$ cat config.mk
export PLATFORM = sky130hd
export DESIGN_NAME = crsc_top
export DESIGN_NICKNAME = d
export VERILOG_FILES = /design/src/crsc_reset_stretch.v /design/src/crsc_top.v
export VERILOG_INCLUDE_DIRS = /design/src
export SDC_FILE = /design/constraint.sdc
export NUM_CORES = 1
export LEC_CHECK = 0
export BUFFER_PORTS_ARGS = -buffer_cell sky130_fd_sc_hd__buf_4
export CORE_ASPECT_RATIO = 1.4
export CORE_MARGIN = 5
export CORE_UTILIZATION = 46
export DETAILED_ROUTE_END_ITERATION = 8
export PLACE_DENSITY = 0.63
export SKIP_CTS_REPAIR_TIMING = 1
export SLEW_MARGIN = 20
export SYNTH_ARGS = -nofsm -noshare
export SYNTH_HDL_FRONTEND = slang
export SYNTH_HIERARCHICAL = 1
export SYNTH_SLANG_ARGS = --single-unit
$ cat constraint.sdc
create_clock -name clk_sys_i -period 3.6 [get_ports clk_sys_i]
set_input_delay 0.18 -clock clk_sys_i [delete_from_list [all_inputs] [get_ports clk_sys_i]]
set_output_delay 0.18 -clock clk_sys_i [all_outputs]
set_load 0.01 [all_outputs]
$ cat src/crsc_defs.vh
`ifndef CRSC_DEFS_VH
`define CRSC_DEFS_VH

// system clock rate in kHz (40 MHz, 25 ns period)
`define CRSC_CLK_KHZ 40000
// shortest hold of the chip reset input, in system clock cycles
`define CRSC_CHIP_RST_MIN_CYC 9'h100
// last count before the hold is long enough, sized to the counter
`define CRSC_CHIP_RST_LAST 9'h0FF
`define CRSC_CHIP_RST_CNT_W 9
// least stretch of the system reset output, in milliseconds
`define CRSC_RSTOUT_MIN_MS 200
// 200 ms at 40 MHz, sized to the stretch counter
`define CRSC_RSTOUT_CYC 23'h7A_1200
`define CRSC_RSTOUT_CNT_W 23
// cycles without a reference edge before the reference counts as dead
`define CRSC_REF_TIMEOUT_CYC 5'h10
`define CRSC_REF_CNT_W 5

// bit positions of the synchronised pin vector
`define CRSC_PIN_W 5
`define CRSC_PIN_CHIP_RST 0
`define CRSC_PIN_CPU_STRAP 1
`define CRSC_PIN_POL_STRAP 2
`define CRSC_PIN_REF_CLK 3
`define CRSC_PIN_TRST 4
// pin reset levels: chip and test reset read asserted until synced
`define CRSC_PIN_RST 5'h08

// strap reset values, held until the first release is seen
`define CRSC_CPU_STRAP_RST 1'h0
`define CRSC_POL_STRAP_RST 1'h0

`endif

$ cat src/crsc_reset_stretch.v
`timescale 1ns/1ps
`default_nettype none
`include "crsc_defs.vh"

// holds its output for a fixed count after the trigger level drops
module crsc_reset_stretch #(
    parameter [`CRSC_RSTOUT_CNT_W-1:0] STRETCH_CYC = `CRSC_RSTOUT_CYC
) (
    input wire clk_sys_i,
    input wire reset_n_i,
    input wire trig_i,
    output reg active_o
);

reg [`CRSC_RSTOUT_CNT_W-1:0] cnt_q;

// counter reloads while triggered, so a new event restarts the stretch
always @(posedge clk_sys_i or negedge reset_n_i) begin
    if (!reset_n_i) begin
        cnt_q <= {`CRSC_RSTOUT_CNT_W{1'b0}};
        active_o <= 1'b1;
    end else if (trig_i) begin
        cnt_q <= STRETCH_CYC;
        active_o <= 1'b1;
    end else if (cnt_q > {{(`CRSC_RSTOUT_CNT_W-1){1'b0}}, 1'b1}) begin
        cnt_q <= cnt_q - {{(`CRSC_RSTOUT_CNT_W-1){1'b0}}, 1'b1};
        active_o <= 1'b1;
    end else begin
        cnt_q <= {`CRSC_RSTOUT_CNT_W{1'b0}};
        active_o <= 1'b0;
    end
end

endmodule // crsc_reset_stretch
`default_nettype wire

$ cat src/crsc_top.v
`timescale 1ns/1ps
`default_nettype none
`include "crsc_defs.vh"

module crsc_top #(
    parameter [`CRSC_RSTOUT_CNT_W-1:0] RSTOUT_CYC = `CRSC_RSTOUT_CYC
) (
    input wire clk_sys_i,
    input wire reset_n_i,
    // board pins, asynchronous to clk_sys_i
    input wire chip_reset_n_i,
    input wire ref_clock_in_i,
    input wire test_reset_n_i,
    input wire cpu_clock_source_strap_i,
    input wire reset_out_polarity_strap_i,
    // same-domain functional sources
    input wire wdt_expire_i,
    input wire uart_rts_n_fn_i,
    input wire static_oe_n_fn_i,
    // shared strap pins, output side
    output reg uart_request_to_send_n_o,
    output reg uart_request_to_send_n_oe_o,
    output reg static_output_enable_n_o,
    output reg static_output_enable_n_oe_o,
    // reset output pin
    output reg system_reset_out_o,
    output reg system_reset_out_oe_o,
    // internal controls
    output reg core_reset_n_o,
    output reg test_logic_reset_n_o,
    output reg cpu_clock_use_pll_o,
    output reg cpu_clock_reserved_o,
    output reg ref_clock_alive_o,
    output reg tx_clock_from_ref_o,
    output reg pll_ref_enable_o
);

localparam [1:0] ST_RESET = 2'b01;
localparam [1:0] ST_RUN = 2'b10;
// a high reset level on the chip reset bit would fake an early release
localparam [`CRSC_PIN_W-1:0] PIN_RST = `CRSC_PIN_RST;

// filtered pin value takes a change only once stages two and three agree
function [`CRSC_PIN_W-1:0] agree_filter;
    input [`CRSC_PIN_W-1:0] s2;
    input [`CRSC_PIN_W-1:0] s3;
    input [`CRSC_PIN_W-1:0] prev;
    begin
        agree_filter = (s2 & s3) | (prev & (s2 ^ s3));
    end
endfunction

wire [`CRSC_PIN_W-1:0] pin_raw;
reg [`CRSC_PIN_W-1:0] sync1_q;
reg [`CRSC_PIN_W-1:0] sync2_q;
reg [`CRSC_PIN_W-1:0] sync3_q;
reg [`CRSC_PIN_W-1:0] flt_q;
reg [1:0] state_q;
reg [1:0] state_d;
reg [`CRSC_CHIP_RST_CNT_W-1:0] low_cnt_q;
reg cpu_strap_q;
reg pol_strap_q;
reg ref_prev_q;
reg [`CRSC_REF_CNT_W-1:0] ref_idle_q;
reg wdt_q;
wire chip_rst_low;
wire low_long;
wire release_now;
wire ref_edge;
wire stretch_active;
wire in_reset;

assign pin_raw[`CRSC_PIN_CHIP_RST] = chip_reset_n_i;
assign pin_raw[`CRSC_PIN_CPU_STRAP] = cpu_clock_source_strap_i;
assign pin_raw[`CRSC_PIN_POL_STRAP] = reset_out_polarity_strap_i;
assign pin_raw[`CRSC_PIN_REF_CLK] = ref_clock_in_i;
assign pin_raw[`CRSC_PIN_TRST] = test_reset_n_i;

// three-stage synchroniser per pin; stage one feeds only stage two
genvar gi;
generate
    for (gi = 0; gi < `CRSC_PIN_W; gi = gi + 1) begin : g_sync
        always @(posedge clk_sys_i or negedge reset_n_i) begin
            if (!reset_n_i) begin
                sync1_q[gi] <= PIN_RST[gi];
                sync2_q[gi] <= PIN_RST[gi];
                sync3_q[gi] <= PIN_RST[gi];
            end else begin
                sync1_q[gi] <= pin_raw[gi];
                sync2_q[gi] <= sync1_q[gi];
                sync3_q[gi] <= sync2_q[gi];
            end
        end
    end
endgenerate

// agreement filter, rejects a single-cycle disagreement
always @(posedge clk_sys_i or negedge reset_n_i) begin
    if (!reset_n_i) begin
        flt_q <= PIN_RST;
    end else begin
        flt_q <= agree_filter(sync2_q, sync3_q, flt_q);
    end
end

assign chip_rst_low = ~flt_q[`CRSC_PIN_CHIP_RST];

// a shorter low pulse is a glitch and does not reset the chip
assign low_long = (low_cnt_q == `CRSC_CHIP_RST_LAST);

// count how long chip reset has been low, saturating at the last count before the minimum
always @(posedge clk_sys_i or negedge reset_n_i) begin
    if (!reset_n_i) begin
        low_cnt_q <= {`CRSC_CHIP_RST_CNT_W{1'b0}};
    end else if (!chip_rst_low) begin
        low_cnt_q <= {`CRSC_CHIP_RST_CNT_W{1'b0}};
    end else if (!low_long) begin
        low_cnt_q <= low_cnt_q + {{(`CRSC_CHIP_RST_CNT_W-1){1'b0}}, 1'b1};
    end
end

// power-on starts in reset; release waits for the pin to read high
always @* begin
    state_d = state_q;
    case (state_q)
        ST_RESET: begin
            if (!chip_rst_low) begin
                state_d = ST_RUN;
            end
        end
        ST_RUN: begin
            if (chip_rst_low && low_long) begin
                state_d = ST_RESET;
            end
        end
        default: begin
            state_d = ST_RESET;
        end
    endcase
end

always @(posedge clk_sys_i or negedge reset_n_i) begin
    if (!reset_n_i) begin
        state_q <= ST_RESET;
    end else begin
        state_q <= state_d;
    end
end

assign in_reset = (state_q == ST_RESET);
assign release_now = in_reset && (state_d == ST_RUN);

// straps captured on release and frozen until the next release
always @(posedge clk_sys_i or negedge reset_n_i) begin
    if (!reset_n_i) begin
        cpu_strap_q <= `CRSC_CPU_STRAP_RST;
        pol_strap_q <= `CRSC_POL_STRAP_RST;
    end else if (release_now) begin
        cpu_strap_q <= flt_q[`CRSC_PIN_CPU_STRAP];
        pol_strap_q <= flt_q[`CRSC_PIN_POL_STRAP];
    end
end

// reference activity: any edge within the timeout keeps it alive
assign ref_edge = flt_q[`CRSC_PIN_REF_CLK] ^ ref_prev_q;

always @(posedge clk_sys_i or negedge reset_n_i) begin
    if (!reset_n_i) begin
        ref_prev_q <= 1'b1;
        ref_idle_q <= {`CRSC_REF_CNT_W{1'b0}};
    end else begin
        ref_prev_q <= flt_q[`CRSC_PIN_REF_CLK];
        if (ref_edge) begin
            ref_idle_q <= {`CRSC_REF_CNT_W{1'b0}};
        end else if (ref_idle_q != `CRSC_REF_TIMEOUT_CYC) begin
            ref_idle_q <= ref_idle_q + {{(`CRSC_REF_CNT_W-1){1'b0}}, 1'b1};
        end
    end
end

// watchdog pulse held one cycle so the stretcher sees it registered
always @(posedge clk_sys_i or negedge reset_n_i) begin
    if (!reset_n_i) begin
        wdt_q <= 1'b0;
    end else begin
        wdt_q <= wdt_expire_i && !in_reset;
    end
end

crsc_reset_stretch #(
    .STRETCH_CYC(RSTOUT_CYC)
) u_stretch (
    .clk_sys_i(clk_sys_i),
    .reset_n_i(reset_n_i),
    .trig_i(in_reset | wdt_q),
    .active_o(stretch_active)
);

// pin drivers; every pin floats while the chip is held in reset
always @(posedge clk_sys_i or negedge reset_n_i) begin
    if (!reset_n_i) begin
        uart_request_to_send_n_o <= 1'b1;
        uart_request_to_send_n_oe_o <= 1'b0;
        static_output_enable_n_o <= 1'b1;
        static_output_enable_n_oe_o <= 1'b0;
        system_reset_out_o <= 1'b0;
        system_reset_out_oe_o <= 1'b0;
    end else begin
        uart_request_to_send_n_o <= uart_rts_n_fn_i;
        uart_request_to_send_n_oe_o <= !in_reset;
        static_output_enable_n_o <= static_oe_n_fn_i;
        static_output_enable_n_oe_o <= !in_reset;
        // strap low: asserted is high; strap high: asserted is low
        system_reset_out_o <= stretch_active ^ pol_strap_q;
        system_reset_out_oe_o <= !in_reset;
    end
end

// internal controls; the strap value only matters once latched
always @(posedge clk_sys_i or negedge reset_n_i) begin
    if (!reset_n_i) begin
        core_reset_n_o <= 1'b0;
        test_logic_reset_n_o <= 1'b0;
        cpu_clock_use_pll_o <= 1'b1;
        cpu_clock_reserved_o <= 1'b0;
        ref_clock_alive_o <= 1'b0;
        tx_clock_from_ref_o <= 1'b1;
        pll_ref_enable_o <= 1'b1;
    end else begin
        core_reset_n_o <= !in_reset && !wdt_q;
        test_logic_reset_n_o <= flt_q[`CRSC_PIN_TRST];
        cpu_clock_use_pll_o <= !cpu_strap_q;
        cpu_clock_reserved_o <= cpu_strap_q;
        ref_clock_alive_o <= (ref_idle_q != `CRSC_REF_TIMEOUT_CYC);
        tx_clock_from_ref_o <= 1'b1;
        pll_ref_enable_o <= 1'b1;
    end
end

endmodule // crsc_top
`default_nettype wire
==> reports/metrics.cfg <==
[global_route]
antenna_found_initial = 0
grt_pass1_wl_um = 9150
grt_util_all_layers_pct = 13.9
grt.overflow.total = 0
grt_max_degree = 74
grt_pass1_vias = 1979

[place]
port_buffers = 20
hpwl_um = 3580
place.gp.congestion = 0.818

[floorplan]
fp.dieW_um = 79.7
dieArea_sq_um = 8560
dieHeight_um = 108
initial_core_util_pct = 47.2
core_sq_um = 6610
rows = 35
pin_count = 23

[critical_path]
critPathMaxStageDelay_ns = 0.73
start_kind = flop
reg2regPathDepth = 4
cpMostUsedCell = nor4_1
crit_required_ns = 3.79
critical_path_class = flop to flop
worstSetupEndpointType = flop
rrSetupSlack_ns = 1.12
r2r_start = u_stretch/cnt_q[9]
slowest_stage = nor4_1
r2r-end = u_stretch/cnt_q[9]
arrival_ns = 2.67
cp_max_fo = 12
worstPathCellList = nor4_1 > nand3_1 > nor4_1 > a21oi_1

[clock_tree]
htree_levels = 3
cts.sinks = 73
clk_pin_slew_worst_paths_ns = 0.08
numCtsBuffers = 9
clockBufferDepth = 2
clockRootBuffer = clkbuf_8
clk_latency_ns = 0.34
tritoncts = built

[logic_synthesis]
yosys_register_bits = 73
synth_top_family_by_area = simple AND/OR/NAND/NOR gates
synth_edf_count = 0
ys_warn_count = 6
synth.avg_cell_area_sq_um = 11.5
synthXorXnorAreaFrac_pct = 5.61
syn_area_sq_um = 3120
synth_cell_types = 46
async_flop_share_pct = 100
synthAdderAreaFrac_pct = 5.21
syn_inst = 272
synth_compound_area_share_pct = 8.81
synthMuxAreaShare_pct = 1.36
ys_seq_area_share_pct = 58.9
synthSimpleGateAreaFrac_pct = 16.3
synth-main-ff-cell = dfrtp_1

[final_layout]
layout-drive-gt1-share_pct = 18.1
final_common_cell = dfrtp_1
layout_common_cells = dfrtp_1, nor2_1, buf_4
area_growth_pct = 17.4
nNetsFinal = 327
num_antenna_cells = 0
fillers = 564
multi_input_comb_area_sq_um = 1170
ff_latch_area_sq_um = 1840

[sta]
setup_viol = 0
tightestPinTransition_ns = 0.889
max_freq_mhz = 403
hold_ws_ns = -0.0429
relSlewSlack_pct = 40.8
grt_setup_unrepaired = no
period_share_pct = 69.0
period_minus_slack_ns = 2.48
final-hold-violation-count = 63
fin_setup_tns_ns = 0
fin_skew_ns = 0.00877
slew_violations = 0

[route]
drc = 0
ant_nets = 0
dr.pass1.iters = 4
via_per_inst = 5.21
wl_per_cell_um = 13.4
dr_total_vias = 2088
wirelength_um = 5380
first_iter_violations = 70

[power]
power.leakage_nw = 1.59
p_per_area_nw_per_um2 = 701
vdd_drop_max_v = 0.000432

[run_status]
violations = hold timing
status = complete, but fails checks

[job]
max_cap_violations = 0

[worst_hold_path]
hold_path_class = input pin to async pin

==> routing by layer <==
metal,global-route usage [%],part of all wire (%)
met1,17.6,45
met2,21.0,48
met3,3.94,4.6
met4,7.86,2.3
met5,0,0
==> critical path: cells and delay by family, from the launching register on <==
kind | cells | cell delay (ns)
simple gates | 3 | 1.80
flops | 1 | 0.42
compound gates | 1 | 0.12
==> cells by family after synthesis <==
group / after synthesis
and+or+nand+nor: 95
muxes: 4
other: 1
xor gates and xnor gates: 20
DFF: 73
adders and majority gates: 13
AOI/OAI and AO/OA: 42
buffers and inverters: 24
==> flip-flops by register name (all words and copies together) (netlist names), 2 cells and up <==
signal           count
sync3_q              5
ref_idle_q           5
sync2_q              5
flt_q                5
sync1_q              5
u_stretch/cnt_q     23
low_cnt_q            9
state_q              2
==> power breakdown <==
group	internal [mW]	switching, mW
clock	0.478	0.296
sequential	0.966	0.109
combinational	0.308	0.415
total	1.75	0.820
==> worst max-delay path by stage <==
| stage | endpoint | from | slack (ns) |
|---|---|---|---|
| 3_5_place_dp | u_stretch/cnt_q[9] | u_stretch/cnt_q[16] | 1.15 |
| 2_1_floorplan | u_stretch/cnt_q[10] | u_stretch/cnt_q[16] | 1.36 |
| 4_1_cts | u_stretch/cnt_q[9] | u_stretch/cnt_q[16] | 1.14 |
| 5_1_grt | u_stretch/cnt_q[9] | u_stretch/cnt_q[9] | 0.84 |
| 3_3_place_gp | u_stretch/cnt_q[9] | u_stretch/cnt_q[16] | 1.22 |
| 6_report | u_stretch/cnt_q[9] | u_stretch/cnt_q[9] | 1.12 |
==> stage by stage <==
| step | area [sq um] | power (mW) | cells | setup slack, ns | util, % |
|---|---|---|---|---|---|
| final | 3670 | 2.57 | 401 | 1.12 | 55.5 |
| after global routing | 3670 | 2.74 | 401 | 0.839 | 55.5 |
| after CTS | 3600 | 2.60 | 394 | 1.14 | 54.4 |
| after detailed placement | 3350 | 1.81 | 378 | 1.15 | 50.7 |
| after global placement | 3350 | 1.79 | 378 | 1.22 | 50.7 |
| after floorplan | 3130 | 1.57 | 273 | 1.36 | - |
==> final cells by class <==
type | count | area share [%]
clock buffer | 11 | 3.86
clock inverter | 5 | 2.80
sequential | 73 | 50.2
tap | 92 | 3.14
inverter | 14 | 1.43
multi-input combinational | 176 | 32.0
timing repair buffer | 30 | 6.62
==> synthesized netlist by cell type, types with 2 or more instances <==
library cell / count / area, sq um
o21ai_0: 6 / 30.0
nor2_1: 32 / 120
dfstp_2: 10 / 263
or3_1: 7 / 43.8
mux2_1: 2 / 22.5
mux2i_1: 2 / 20.0
and3_1: 2 / 12.5
a31oi_1: 3 / 18.8
o31ai_1: 6 / 45.0
nor3_1: 7 / 35.0
nand3_1: 13 / 65.1
dfrtp_1: 63 / 1580
inv_1: 13 / 48.8
o41ai_1: 2 / 17.5
nand4_1: 3 / 18.8
o211ai_1: 2 / 15.0
xor2_1: 11 / 96.3
ha_1: 13 / 163
nor4_1: 5 / 31.3
or4_1: 6 / 45.0
buf_2: 2 / 10.0
buf_4: 4 / 30.0
a21o_1: 5 / 37.5
or2_2: 2 / 12.5
nand2_1: 7 / 26.3
nand3b_1: 2 / 15.0
clkbuf_1: 3 / 11.3
xnor2_1: 9 / 78.8
nor2b_1: 2 / 12.5
a21oi_1: 12 / 60.1
(Power assumes the default switching activity.)
